$ cat config.mk
export PLATFORM = sky130hd
export DESIGN_NAME = bbf_boost_ctrl
export DESIGN_NICKNAME = d
export VERILOG_FILES = /design/src/rtl/bbf_pkg.sv /design/src/rtl/bbf_boost_ctrl.sv
export SDC_FILE = /design/constraint.sdc
export NUM_CORES = 1
export LEC_CHECK = 0
export BUFFER_PORTS_ARGS = -buffer_cell sky130_fd_sc_hd__buf_4
export CORE_ASPECT_RATIO = 1.5
export CORE_UTILIZATION = 38
export CTS_CLUSTER_DIAMETER = 200
export DETAILED_ROUTE_END_ITERATION = 10
export HOLD_SLACK_MARGIN = 0.05
export SLEW_MARGIN = 40
export SYNTH_ARGS = -nofsm -noshare
export SYNTH_HDL_FRONTEND = slang
export SYNTH_SLANG_ARGS = --single-unit
$ cat constraint.sdc
create_clock -name clk -period 4.8 [get_ports clk]
set_input_delay 0.96 -clock clk [delete_from_list [all_inputs] [get_ports clk]]
set_output_delay 0.96 -clock clk [all_outputs]
set_load 0.03 [all_outputs]
$ cat src/rtl/bbf_pkg.sv
// package: register map, field layouts and timing for the backlight boost control
package bbf_pkg;
    // register byte offsets
    localparam logic [3:0] OFF_CTRL = 4'h0;
    localparam logic [3:0] OFF_STATUS = 4'h4;
    localparam logic [3:0] OFF_IRQ_STAT = 4'h8;
    localparam logic [3:0] OFF_IRQ_MASK = 4'hC;
    // control fields
    localparam int CTRL_MAIN_POS = 0;
    localparam int CTRL_SCENE_POS = 1;
    localparam int CTRL_FOURTH_POS = 2;
    localparam int CTRL_DUAL_POS = 3;
    localparam int CTRL_PWM_POS = 4;
    localparam logic [4:0] CTRL_RESET = 5'h00;
    // interrupt event bit positions
    localparam int EV_UV_POS = 0;
    localparam int EV_OV_POS = 1;
    localparam int EV_OC_POS = 2;
    localparam int EV_SC_POS = 3;
    localparam int EV_OPEN_POS = 4;
    localparam int EV_READY_POS = 5;
    localparam int EV_W = 6;
    localparam logic [5:0] IRQ_MASK_RESET = 6'h00;
    // soft-start timing
    localparam int SOFT_START_US = 4000;
    localparam int CLK_MHZ = 100;
    localparam int SOFT_START_CYC = SOFT_START_US * CLK_MHZ;
    // role codes of the fourth string
    localparam logic [1:0] ROLE_OFF = 2'h0;
    localparam logic [1:0] ROLE_CAMERA = 2'h1;
    localparam logic [1:0] ROLE_ZONE_A = 2'h2;
    localparam logic [1:0] ROLE_ZONE_B = 2'h3;

    typedef struct packed {
        logic sink_pwm_mode_enable;
        logic dual_zone_select;
        logic fourth_string_backlight_enable;
        logic scene_string_enable;
        logic main_string_enable;
    } bbf_ctrl_t;

    typedef struct packed {
        logic uv;
        logic ov;
        logic oc;
        logic sc;
        logic [2:0] open_str;
    } bbf_sense_t;

    typedef enum logic [3:0] {
        ST_OFF = 4'h1,
        ST_RAMP = 4'h2,
        ST_RUN = 4'h4,
        ST_SHORT = 4'h8
    } bbf_state_t;
endpackage : bbf_pkg

$ cat src/rtl/bbf_boost_ctrl.sv
// backlight boost enable decoding and fault supervision with avalon-mm registers
//
// The implementer's own choices: the address map and register access over Avalon-MM.
`timescale 1ns/1ns
// Operation
// - main string enable switches strings one to three together.
// - fourth-string enable is ignored while scene enable is clear.
// - fourth string may turn rail on only with scene enable set.
// - rail on when scene enable set or main enable set without PWM mode, otherwise off, PWM included.
// - fourth string role: camera, zone A, or zone B by enables and dual-zone.
// - dual-zone puts strings one-two in zone A, three in zone B.
// - sink PWM mode drives strings one-three as PWM without the rail.
// - rail turn-on raises fault and UV comparator until steady state is seen with soft-start complete.
// - UV comparator stays on for scene-only, off after ready with main.
// - active UV comparator below threshold raises fault until recovery.
// - over-voltage stops regulator and raises fault until it clears.
// - over-voltage also disables every sink fed from the rail.
// - over-current ends switch cycle, raises fault, limits cycle by cycle.
// - short circuit sensed only from soft-start end to the end of ramp and in the first run cycle, latches rail off and fault until re-enable.
// - short-circuit detection masked during 4.0 ms soft-start.
// - open main string leaves regulation, others keep running.
module bbf_boost_ctrl #(
    parameter int SOFT_START_CYCLES = bbf_pkg::SOFT_START_CYC
) (
    // clock and reset
    input wire logic clk,
    input wire logic rst,
    // avalon-mm slave
    input wire logic [3:0] avs_address,
    input wire logic avs_read,
    input wire logic avs_write,
    input wire logic [31:0] avs_writedata,
    input wire logic [3:0] avs_byteenable,
    output logic [31:0] avs_readdata,
    output logic avs_waitrequest,
    // analogue comparators, asynchronous
    input wire logic uv_below_pin,
    input wire logic ov_trip_pin,
    input wire logic oc_trip_pin,
    input wire logic fb_short_pin,
    input wire logic [2:0] main_sink_open_pin,
    input wire logic boost_output_steady_pin,
    // boost stage and sinks
    output logic boost_rail_enable,
    output logic regulator_run,
    output logic switch_gate_allow,
    output logic uv_comparator_enable,
    output logic boost_fault_flag,
    output logic [2:0] main_sink_enable,
    output logic [2:0] main_sink_pwm_mode,
    output logic [2:0] main_sink_zone_b,
    output logic [2:0] main_sink_in_loop,
    output logic fourth_sink_enable,
    output logic [1:0] fourth_string_role,
    output logic fourth_in_loop,
    // interrupt
    output logic irq
);
    localparam int SS_W = $clog2(SOFT_START_CYCLES + 1);

    // three-stage synchroniser, change accepted when stages two and three agree
    logic [7:0] sync1_ff, sync2_ff, sync3_ff;
    logic [7:0] filt_ff;
    // low seven bits follow the sense struct layout
    wire logic [7:0] raw_in = {boost_output_steady_pin, uv_below_pin, ov_trip_pin,
        oc_trip_pin, fb_short_pin, main_sink_open_pin};
    wire logic [7:0] nxt_filt = (sync2_ff & sync3_ff) | (filt_ff & (sync2_ff | sync3_ff));

    always_ff @(posedge clk or posedge rst) begin
        if (rst) begin
            sync1_ff <= 8'h00;
            sync2_ff <= 8'h00;
            sync3_ff <= 8'h00;
            filt_ff <= 8'h00;
        end else begin
            sync1_ff <= raw_in;
            sync2_ff <= sync1_ff;
            sync3_ff <= sync2_ff;
            filt_ff <= nxt_filt;
        end
    end

    bbf_pkg::bbf_sense_t sense;
    wire logic steady = filt_ff[7];
    assign sense = bbf_pkg::bbf_sense_t'(filt_ff[6:0]);

    // registers
    bbf_pkg::bbf_ctrl_t ctrl_ff;
    logic [bbf_pkg::EV_W-1:0] irq_stat_ff, irq_mask_ff;
    logic ack_ff;

    function automatic logic [7:0] lane_merge(input logic [7:0] old, input logic [7:0] wd,
        input logic en);
        lane_merge = en ? wd : old;
    endfunction : lane_merge

    // one wait state: request acknowledged the cycle after it appears
    wire logic req = (avs_read | avs_write) & ~ack_ff;
    assign avs_waitrequest = (avs_read | avs_write) & ~ack_ff;
    wire logic wr_take = avs_write & ack_ff;
    wire logic rd_take = avs_read & ~ack_ff;
    wire logic sel_ctrl = avs_address == bbf_pkg::OFF_CTRL;
    wire logic sel_stat = avs_address == bbf_pkg::OFF_STATUS;
    wire logic sel_istat = avs_address == bbf_pkg::OFF_IRQ_STAT;
    wire logic sel_imask = avs_address == bbf_pkg::OFF_IRQ_MASK;
    wire logic [4:0] ctrl_wr = 5'(lane_merge({3'h0, ctrl_ff}, avs_writedata[7:0],
        avs_byteenable[0]));
    wire logic [5:0] wr_ones = avs_byteenable[0] ? avs_writedata[5:0] : 6'h00;

    // decoding
    wire logic main_en = ctrl_ff.main_string_enable;
    wire logic scene_en = ctrl_ff.scene_string_enable;
    wire logic dual = ctrl_ff.dual_zone_select;
    wire logic pwm = ctrl_ff.sink_pwm_mode_enable;
    wire logic invalid = pwm & main_en;
    wire logic fourth_bl = scene_en & ctrl_ff.fourth_string_backlight_enable;
    wire logic rail_req = scene_en | (main_en & ~invalid);
    wire logic main_on = (main_en | pwm) & ~invalid;

    // rail state machine
    bbf_pkg::bbf_state_t state_ff, nxt_state;
    logic [SS_W-1:0] ss_cnt_ff;
    logic rail_req_ff;
    wire logic ss_done = ss_cnt_ff == SS_W'(SOFT_START_CYCLES);
    wire logic sc_hit = sense.sc & ss_done;
    wire logic new_enable = rail_req & ~rail_req_ff;

    always_comb begin
        nxt_state = state_ff;
        case (state_ff)
            bbf_pkg::ST_OFF: begin
                if (rail_req) nxt_state = bbf_pkg::ST_RAMP;
            end
            bbf_pkg::ST_RAMP: begin
                if (!rail_req) nxt_state = bbf_pkg::ST_OFF;
                else if (sc_hit) nxt_state = bbf_pkg::ST_SHORT;
                else if (steady && ss_done) nxt_state = bbf_pkg::ST_RUN;
            end
            bbf_pkg::ST_RUN: begin
                if (!rail_req) nxt_state = bbf_pkg::ST_OFF;
                else if (sc_hit) nxt_state = bbf_pkg::ST_SHORT;
            end
            bbf_pkg::ST_SHORT: begin
                if (new_enable) nxt_state = bbf_pkg::ST_RAMP;
                else if (!rail_req) nxt_state = bbf_pkg::ST_SHORT;
            end
            default: nxt_state = bbf_pkg::ST_OFF;
        endcase
    end

    // short latch clears only on re-enable (request falls then rises)
    wire logic rail_on = (state_ff == bbf_pkg::ST_RAMP) | (state_ff == bbf_pkg::ST_RUN);
    wire logic ramping = state_ff == bbf_pkg::ST_RAMP;
    wire logic uv_cmp_on = ramping | ((state_ff == bbf_pkg::ST_RUN) & scene_en & ~main_on
        & ~pwm);
    wire logic uv_fault = uv_cmp_on & (sense.uv | ramping);
    wire logic ov_fault = rail_on & sense.ov;
    wire logic oc_fault = rail_on & sense.oc;
    wire logic sc_fault = state_ff == bbf_pkg::ST_SHORT;
    wire logic any_fault = uv_fault | ov_fault | oc_fault | sc_fault;
    wire logic ready_evt = ramping & (nxt_state == bbf_pkg::ST_RUN);
    wire logic [5:0] events = {ready_evt, |sense.open_str, sc_hit, oc_fault, ov_fault,
        uv_fault & uv_cmp_on & ~ramping};
    wire logic [SS_W-1:0] nxt_ss = !ramping ? '0 : ss_done ? ss_cnt_ff : ss_cnt_ff + 1'b1;

    always_ff @(posedge clk or posedge rst) begin
        if (rst) begin
            state_ff <= bbf_pkg::ST_OFF;
            ss_cnt_ff <= '0;
            rail_req_ff <= 1'b0;
        end else begin
            state_ff <= nxt_state;
            ss_cnt_ff <= nxt_ss;
            rail_req_ff <= rail_req;
        end
    end

    always_ff @(posedge clk or posedge rst) begin
        if (rst) begin
            ctrl_ff <= bbf_pkg::bbf_ctrl_t'(bbf_pkg::CTRL_RESET);
            irq_mask_ff <= bbf_pkg::IRQ_MASK_RESET;
            irq_stat_ff <= 6'h00;
            ack_ff <= 1'b0;
            avs_readdata <= 32'h0000_0000;
        end else begin
            ack_ff <= req;
            if (wr_take && sel_ctrl) ctrl_ff <= bbf_pkg::bbf_ctrl_t'(ctrl_wr);
            if (wr_take && sel_imask) irq_mask_ff <= wr_ones;
            // set wins over write-one-to-clear
            irq_stat_ff <= (irq_stat_ff & ~((wr_take & sel_istat) ? wr_ones : 6'h00)) | events;
            if (rd_take) begin
                avs_readdata <= 32'h0000_0000;
                if (sel_ctrl) avs_readdata <= {27'h0, ctrl_ff};
                if (sel_stat) avs_readdata <= {21'h0, state_ff, sense.open_str, any_fault,
                    uv_cmp_on, rail_on, steady};
                if (sel_istat) avs_readdata <= {26'h0, irq_stat_ff};
                if (sel_imask) avs_readdata <= {26'h0, irq_mask_ff};
            end
        end
    end

    assign irq = |(irq_stat_ff & irq_mask_ff);

    // outputs to boost stage and sinks
    logic [2:0] msink_ff, mzone_ff, mloop_ff, mpwm_ff;
    logic rail_ff, reg_ff, gate_ff, uvc_ff, flt_ff, f_en_ff, f_loop_ff;
    logic [1:0] role_ff;
    wire logic [1:0] role = !scene_en ? bbf_pkg::ROLE_OFF :
        dual ? bbf_pkg::ROLE_ZONE_B :
        fourth_bl ? bbf_pkg::ROLE_ZONE_A : bbf_pkg::ROLE_CAMERA;
    wire logic sinks_ok = ~ov_fault & ~sc_fault;
    wire logic [2:0] nxt_msink = {3{main_on & sinks_ok}} & ~sense.open_str;
    wire logic [2:0] nxt_mzone = dual ? 3'h4 : 3'h0;
    wire logic [2:0] nxt_mloop = {3{main_on & ~pwm}} & ~sense.open_str;

    always_ff @(posedge clk or posedge rst) begin
        if (rst) begin
            msink_ff <= 3'h0;
            mzone_ff <= 3'h0;
            mloop_ff <= 3'h0;
            mpwm_ff <= 3'h0;
            rail_ff <= 1'b0;
            reg_ff <= 1'b0;
            gate_ff <= 1'b0;
            uvc_ff <= 1'b0;
            flt_ff <= 1'b0;
            f_en_ff <= 1'b0;
            f_loop_ff <= 1'b0;
            role_ff <= bbf_pkg::ROLE_OFF;
        end else begin
            msink_ff <= nxt_msink;
            mzone_ff <= nxt_mzone;
            mloop_ff <= nxt_mloop;
            mpwm_ff <= {3{main_on & pwm}};
            rail_ff <= rail_on;
            reg_ff <= rail_on & ~ov_fault;
            gate_ff <= rail_on & ~ov_fault & ~oc_fault;
            uvc_ff <= uv_cmp_on;
            flt_ff <= any_fault;
            f_en_ff <= scene_en & sinks_ok;
            f_loop_ff <= fourth_bl;
            role_ff <= role;
        end
    end

    assign boost_rail_enable = rail_ff;
    assign regulator_run = reg_ff;
    assign switch_gate_allow = gate_ff;
    assign uv_comparator_enable = uvc_ff;
    assign boost_fault_flag = flt_ff;
    assign main_sink_enable = msink_ff;
    assign main_sink_pwm_mode = mpwm_ff;
    assign main_sink_zone_b = mzone_ff;
    assign main_sink_in_loop = mloop_ff;
    assign fourth_sink_enable = f_en_ff;
    assign fourth_string_role = role_ff;
    assign fourth_in_loop = f_loop_ff;
endmodule : bbf_boost_ctrl

# Yosys cells after proc, flatten, opt, wreduce, memory -nomap -nowiden
# Cells that the tools add are included.
[totals]
mem_count = 0
ramBits = 0
reg_bits = 125
romBits = 0
latchBits = 0
out_inout_bits = 55
[classes]
shift = 0
div = 0
bitwise_logic = 55
n_mul = 0
eq_ne = 10
n_lt_le_gt_ge = 0
add_sub_neg = 1
reduce_logical = 7
n_mux = 21
[op_table]
columns = ["operator", "count"]
rows = [
  ["$mux 32", 3],
  ["$mux 19", 2],
  ["$mux 4", 8],
  ["$and 1x1->1", 26],
  ["$add 19x1->19 const B", 1],
  ["$eq 19x19->1 const B", 1],
  ["$and 8x8->8", 2],
  ["$or 8x8->8", 2],
  ["$pmux 4 s4", 1],
  ["$and 6x6->6", 2],
  ["$eq 4x3->1 const B", 3],
  ["$eq 4x4->1 const B", 3],
  ["$mux 6", 2],
  ["$not 1->1", 9],
  ["$or 1x1->1", 9],
  ["$and 3x3->3", 2],
  ["$mux 2", 3],
  ["$not 6->6", 1],
  ["$or 6x6->6", 1],
  ["$reduce_or 6->1", 1],
  ["$mux 5", 1],
  ["$eq 4x1->1 const B", 1],
  ["$eq 4x2->1 const B", 1],
  ["$logic_not 4->1", 1],
  ["other kinds (6)", 8],
]

# Logic depth before layout (Yosys ltp)
# Gate-level depths: netlist (run 1).
[depth]
ltp_word = 14
mapped_depth = 6
mapped_depth_nobuf = 6

# Worst setup path after synthesis (run 1)
# OpenSTA, ideal clock, no wires.
[synth_path]
kind = "input to output"
start = "in avs_write"
end = "out avs_waitrequest"
cell_stages = 2
setup_slack_ns = 2.428
arrival_time_ns = 1.412
cell_sequence = "nor2_1 -> nor2_1"
[synth_between]
elab_chain_cells = 2
[synth_lines]
columns = ["item", "line_no", "text"]
rows = [
  ["start: declaration", "bbf_boost_ctrl.sv:31", "input wire logic avs_write,"],
  ["$or 1x1->1", "bbf_boost_ctrl.sv:99", "assign avs_waitrequest = (avs_read | avs_write) & ~ack_ff;"],
  ["$and 1x1->1", "bbf_boost_ctrl.sv:99", ""],
  ["end: declaration", "bbf_boost_ctrl.sv:35", "output logic avs_waitrequest,"],
]
# Every way passes these cells.

# Final worst setup path (run 1)
# Same ends and word-level chain as after synthesis.

==> impl_metrics.csv, run 1 <==
group,metric,value,unit
logic_synthesis,synth-seq-cells,102,
final_layout,fillerInstances,1021,
grt,antenna_found_initial,0,
worst_setup_path,reg2reg_from,"main_en$_DFFE_PP0P_",
worst_setup_path,crit_path_cell_trace,"buf_4, nor2_1, nor2_1, buf_4",
clock_tree,cts_tree,"done",
worst_setup_path,arrival,1.39,ns
final_layout,stdcell_count,576,
worst_setup_path,cp-start-kind,"input port",
routing,drt_iter0_markers,105,
sta,timing.clock.skew,0.00761,ns
final_layout,final_layout_size_suffix_gt1_frac,0.214,
routing,postRouteWirelength,8550,um
placement,numPortBuffers,54,
sta,fmax,426,MHz
worst_setup_path,required,3.84,ns
grt,grt_max_degree,74,
sta,timing.final.hold_violations,0,
routing,ant_nets,0,
clock_tree,cts.sinks,102,
floorplanning,core-area,0.0111,sq mm
final_layout,antenna_cells,0,
grt,grt_pass1_vias,2862,
clock_tree,htree_levels,3,
worst_setup_path,reg2reg_depth,6,
sta,setup_viol,0,
sta,slew_viol_final,0,
floorplanning,dieArea,0.0119,sq mm
min_path,holdPathEnd,"sync2_ff[5]$_DFF_PP0_",
routing,dr_total_vias,2859,
final_layout,layout.nets,481,
min_path,hold_start,"sync1_ff[5]$_DFF_PP0_",
placement,dp_cells,560,
routing,drt_pre_antenna_iters,5,
run,maxCapViolations,0,
final_layout,most-common-layout-cells,"dfrtp_1 (101), buf_4 (55), nand2_1 (31), nor2_1 (24), conb_1 (23)",
worst_setup_path,end_kind,"output port",
power,power_density,392,mW/mm^2
logic_synthesis,ys.flop_type,"dfrtp_1",
routing,viasPerCell,4.96,
sta,rsz0062_at_grt,"no",
sta,max-slew-margin-rel,0.518,
routing,drc_errors,0,
final_layout,areaGrowthSynthToFinish,17.7,%
placement,gp_congestion,0.817,
clock_tree,cts-resized-gates,0,
sta,worstMarginPinSlew,0.717,ns
worst_setup_path,cp_max_fo,3,
grt,grt_usage,0.160,
placement,hpwl,6060,um
clock_tree,cts_max_path_buffers,2,
logic_synthesis,ys_warn_count,0,
clock_tree,post-cts-setup-buffer-count,0,
logic_synthesis,yosys.cell_types.count,63,
grt,grt_pass1_wl,14300,um
floorplanning,io_pins,107,
logic_synthesis,async_flop_share,1.00,
floorplanning,die_h,133,um
clock_tree,path_clk_slew,0.06,ns
clock_tree,cts-root-buf,"clkbuf_16",
sta,fin_crit,2.35,ns
min_path,whs_path_depth,0,
worst_setup_path,r2r_end,"avs_readdata[2]$_DFFE_PP0P_",
sta,fin_crit_sh,0.489,
sta,fin_worst_hold_slack,0.348,ns
grt,grt_overflow_total,0,
sta,final.setup.tns,0,ns
floorplanning,die_w,89.5,um
clock_tree,numCtsBuffers,9,
logic_synthesis,synth-edff-count,0,
routing,wl_per_cell,14.8,um
power,p_leak,2.33,nW
logic_synthesis,syn_inst,372,
final_layout,final_common_cell,"dfrtp_1",
worst_setup_path,crit_path_top_delay_cell,"buf_4",
logic_synthesis,synth.avg_cell_area,11.7,sq um
min_path,hold_path_class,"reg -> reg",
floorplanning,initial_core_util,0.393,
worst_setup_path,critical_path_class,"in -> out",
clock_tree,worstSkewPairLatency,0.35,ns
floorplanning,rows,47,
logic_synthesis,seq_area_frac_synth,0.585,
run_status,status,"finished, final reports clean",
clock_tree,postCtsHoldBufs,0,
final_layout,final_core_util,0.462,
logic_synthesis,synth_area,0.00437,sq mm
worst_setup_path,r2r_slack,2.74,ns
power,peakVddDrop,0.000187,V
worst_setup_path,critPathMaxStageDelay,0.16,ns
==> flip-flops by register name, summed over array words and instances (netlist names), 2 cells and up <==
signal / flops
avs_readdata: 11
sync2_ff: 8
irq_mask_ff: 6
state_ff: 4
sync1_ff: 8
fourth_string_role: 2
main_sink_enable: 3
sync3_ff: 8
main_sink_in_loop: 3
irq_stat_ff: 6
filt_ff: 8
ss_cnt_ff: 19
==> worst max path at each step <==
| stage | start | end | slack (ns) | cells past startpoint |
|---|---|---|---|---|
| floorplan | rst | ack_ff$_DFF_PP0_ | 1.17 | 1 |
| detailed placement | avs_read | avs_readdata[3]$_DFFE_PP0P_ | 2.44 | 5 |
| finish | avs_write | avs_waitrequest | 2.45 | 4 |
| global route | avs_write | avs_waitrequest | 2.39 | 4 |
| global placement | avs_address[2] | irq_stat_ff[4]$_DFF_PP0_ | 2.44 | 5 |
| CTS | avs_write | avs_waitrequest | 2.45 | 4 |
==> cell type report <==
class | instances | area, sq um | share of cell area
well taps | 147 | 184 | 0.0358
flip-flops and latches | 102 | 2550 | 0.497
repair buffers | 56 | 424 | 0.0826
clock inverters | 4 | 55.1 | 0.0107
multi-input cells | 242 | 1610 | 0.313
clock buffers | 12 | 256 | 0.0499
inverters | 13 | 53.8 | 0.0105
==> cell families (layout without fill, tap and decap cells) <==
group / Yosys count / count (layout) / synth area share
adders and majority gates: 13 / 13 / 0.0327
other: 1 / 23 / 0.000859
xor gates and xnor gates: 11 / 11 / 0.0221
buffers and inverters: 50 / 85 / 0.0653
and+or+nand+nor: 121 / 121 / 0.153
DFF: 102 / 102 / 0.585
AOI/OAI and AO/OA: 61 / 61 / 0.0977
muxes: 13 / 13 / 0.0433
==> critical path: cells and delay by family <==
kind | cells | cell delay (ns)
buf+inv | 2 | 0.27
simple gates | 2 | 0.15
==> routing by layer <==
metal  wire length, um  vias to the layer above  share of wire  track usage
met1              3590                     1412           0.42        0.194
met2              4530                       58           0.53        0.270
met5                 0                        -              0            0
met3               242                       15          0.028       0.0372
met4               191                        0          0.022       0.0653
li1                  -                     1374              -            -
==> through the flow <==
step	instance area (sq um)	power, mW	setup slack [ns]
floorplan	4450	1.20	1.17
global placement	4810	1.27	2.44
detailed placement	4820	1.28	2.44
CTS	5140	2.03	2.45
global route	5140	2.11	2.39
finish	5140	2.01	2.45
==> cell usage after synthesis, types with 2 or more instances <==
cell type / count / area share
or3_1: 8 / 0.011
and4b_1: 2 / 0.0046
nor4b_1: 3 / 0.0060
a211oi_1: 3 / 0.0052
nand2b_1: 3 / 0.0043
maj3_1: 8 / 0.018
nor2b_1: 4 / 0.0057
nand3_1: 9 / 0.010
inv_1: 12 / 0.010
mux2_2: 7 / 0.018
a21boi_0: 2 / 0.0034
and4_1: 2 / 0.0040
a21oi_1: 10 / 0.011
a31oi_1: 2 / 0.0029
buf_4: 25 / 0.043
xor2_1: 5 / 0.010
o21ai_0: 15 / 0.017
clkbuf_1: 8 / 0.0069
dfrtp_1: 101 / 0.58
ha_1: 5 / 0.014
mux4_2: 4 / 0.021
or4_1: 2 / 0.0034
a22oi_1: 2 / 0.0034
nand2_1: 31 / 0.027
nor4_1: 3 / 0.0043
buf_2: 3 / 0.0034
xnor2_1: 6 / 0.012
a22o_1: 15 / 0.030
mux2i_1: 2 / 0.0046
nand4_1: 2 / 0.0029
and3_1: 4 / 0.0057
nor2_1: 24 / 0.021
nor3_1: 9 / 0.010
nand3b_1: 2 / 0.0034
==> power by group <==
part | internal, mW | total [mW] | switching (mW)
registers | 0.926 | 0.987 | 0.0614
logic | 0.107 | 0.274 | 0.167
clock network | 0.435 | 0.750 | 0.315
Note: power is estimated with default switching activity, not from simulation.
==> run 2, diff against run 1 <==
clock period = 2.2 ns   (was 4.8 ns; I/O delays follow)
==> impl_metrics.csv, run 2 (same netlist as run 1, synthesis figures left out) <==
group,metric,value,unit
placement,numPortBuffers,54,
sta,fmax,500,MHz
power,peakVddDrop,0.000449,V
final_layout,final_layout_size_suffix_gt1_frac,0.228,
final_layout,antenna_cells,0,
final_layout,top_regs,"ss_cnt_ff: 19 flops, avs_readdata: 11 flops",
final_layout,fin_area,0.00519,sq mm
sta,worstMarginPinSlew,0.649,ns
power,p_total,4.32,mW
grt,grt_pass1_wl,14200,um
sta,rsz0062_at_grt,"no",
routing,viasPerCell,4.88,
final_layout,final_common_cell,"dfrtp_1",
placement,hpwl,6270,um
final_layout,fillerInstances,1032,
clock_tree,numCtsBuffers,9,
clock_tree,cts_max_path_buffers,2,
clock_tree,post-cts-setup-buffer-count,0,
final_layout,areaGrowthSynthToFinish,19.0,%
final_layout,top_register,"ss_cnt_ff",
sta,setup_viol,0,
run,maxCapViolations,0,
placement,placed_area,0.00490,sq mm
grt,grt_usage,0.158,
clock_tree,cts_tree,"done",
power,power_density,832,mW/mm^2
clock_tree,cts-root-buf,"clkbuf_16",
floorplanning,die_w,89.5,um
grt,antenna_found_initial,0,
worst_setup_path,crit_buf_inv,1,
grt,grt_max_degree,33,
sta,slew_viol_final,0,
routing,drt_pre_antenna_iters,4,
clock_tree,worstSkewPairLatency,0.34,ns
clock_tree,cts.sinks,102,
power,p_leak,2.36,nW
grt,grt_overflow_total,0,
placement,gp_congestion,0.775,
routing,wl_per_cell,14.6,um
worst_setup_path,critical_path_class,"reg -> reg",
sta,max-slew-margin-rel,0.564,
clock_tree,path_clk_slew,0.07,ns
run_status,status,"finished, final reports clean",
worst_setup_path,required,2.43,ns
worst_setup_path,cp-start-kind,"register",
routing,dr_total_vias,2854,
worst_setup_path,critPathMaxStageDelay,0.48,ns
worst_setup_path,critical_path.top_delay_family,"multiplexers",
grt,grt_pass1_vias,2809,
clock_tree,cts-resized-gates,0,
routing,drc_errors,0,
worst_setup_path,cp_max_fo,5,
floorplanning,die_h,133,um
worst_setup_path,arrival,2.23,ns
worst_setup_path,crit_path_cell_trace,"inv_1, ha_1, and3b_1, o211a_1, mux4_2, a22o_1",
sta,fin_worst_hold_slack,0.154,ns
routing,ant_nets,0,
clock_tree,htree_levels,3,
final_layout,most-common-layout-cells,"dfrtp_1 (101), buf_4 (64), nand2_1 (31), nor2_1 (24), conb_1 (23)",
sta,timing.final.hold_violations,0,
sta,fin_crit_sh,0.909,
min_path,hold_path_class,"in -> async",
sta,final.setup.tns,0,ns
floorplanning,dieArea,0.0119,sq mm
sta,fin_crit,2.00,ns
routing,postRouteWirelength,8550,um
worst_setup_path,end_kind,"register",
floorplanning,io_pins,107,
clock_tree,postCtsHoldBufs,0,
final_layout,layout.nets,490,
floorplanning,rows,47,
routing,drt_iter0_markers,120,
sta,timing.clock.skew,0.00738,ns
floorplanning,initial_core_util,0.393,
floorplanning,core-area,0.0111,sq mm
worst_setup_path,crit_path_top_delay_cell,"mux4_2",
final_layout,largest_register_ffs,19,
worst_setup_path,r2r_slack,0.20,ns
[run 2: layout make-up]
| class | count | area [sq um] | area share |
|---|---|---|---|
| Clock inverter | 4 | 47.5 | 0.00915 |
| Clock buffer | 12 | 246 | 0.0475 |
| Timing Repair Buffer | 65 | 500 | 0.0964 |
| Tap cell | 147 | 184 | 0.0354 |
| Inverter | 13 | 52.6 | 0.0101 |
| Sequential cell | 102 | 2550 | 0.492 |
| Multi-Input combinational cell | 242 | 1610 | 0.310 |
[run 2: layer usage]
layer | global-route usage | share of wire | vias to the layer above
li1 | - | - | 1383
met2 | 0.270 | 0.53 | 64
met3 | 0.0341 | 0.040 | 9
met4 | 0.0529 | 0.017 | 0
met5 | 0 | 0 | -
met1 | 0.193 | 0.41 | 1398
[run 2: final timing paths]
check / start / end / cells after the start
worst min register to register: sync1_ff[4]$_DFF_PP0_ / sync2_ff[4]$_DFF_PP0_ / 0
worst min-delay path: rst / sync1_ff[4]$_DFF_PP0_ / 2
min in group clk: boost_output_steady_pin / sync1_ff[7]$_DFF_PP0_ / 1
worst max register to register: main_en$_DFFE_PP0P_ / avs_readdata[2]$_DFFE_PP0P_ / 6
max in group asynchronous: rst / ss_cnt_ff[1]$_DFFE_PP0P_ / 3
worst max-delay path: main_en$_DFFE_PP0P_ / avs_readdata[2]$_DFFE_PP0P_ / 6
[run 2: power breakdown]
| part | switching [mW] | leakage [nW] | internal (mW) |
|---|---|---|---|
| Sequential | 0.124 | 1.32 | 2.02 |
| Clock | 0.638 | 0.143 | 0.909 |
| Combinational | 0.378 | 0.897 | 0.250 |
| Total | 1.14 | 2.36 | 3.18 |
[run 2: metrics by stage]
step / setup slack [ns] / utilization / cells
after floorplan: 0.354 / - / 394
final: 0.200 / 0.467 / 585
after global routing: 0.123 / 0.467 / 585
after detailed placement: 0.199 / 0.441 / 569
after global placement: 0.213 / 0.441 / 569
after CTS: 0.189 / 0.467 / 585
[run 2: worst reg2reg max path, delay by kind of cell, from the launching register on]
kind / cells / cell delay, ns
AOI/OAI and AO/OA: 2 / 0.45
adders and majority gates: 1 / 0.29
buffers and inverters: 1 / 0.06
DFF: 1 / 0.42
muxes: 1 / 0.48
and+or+nand+nor: 1 / 0.19
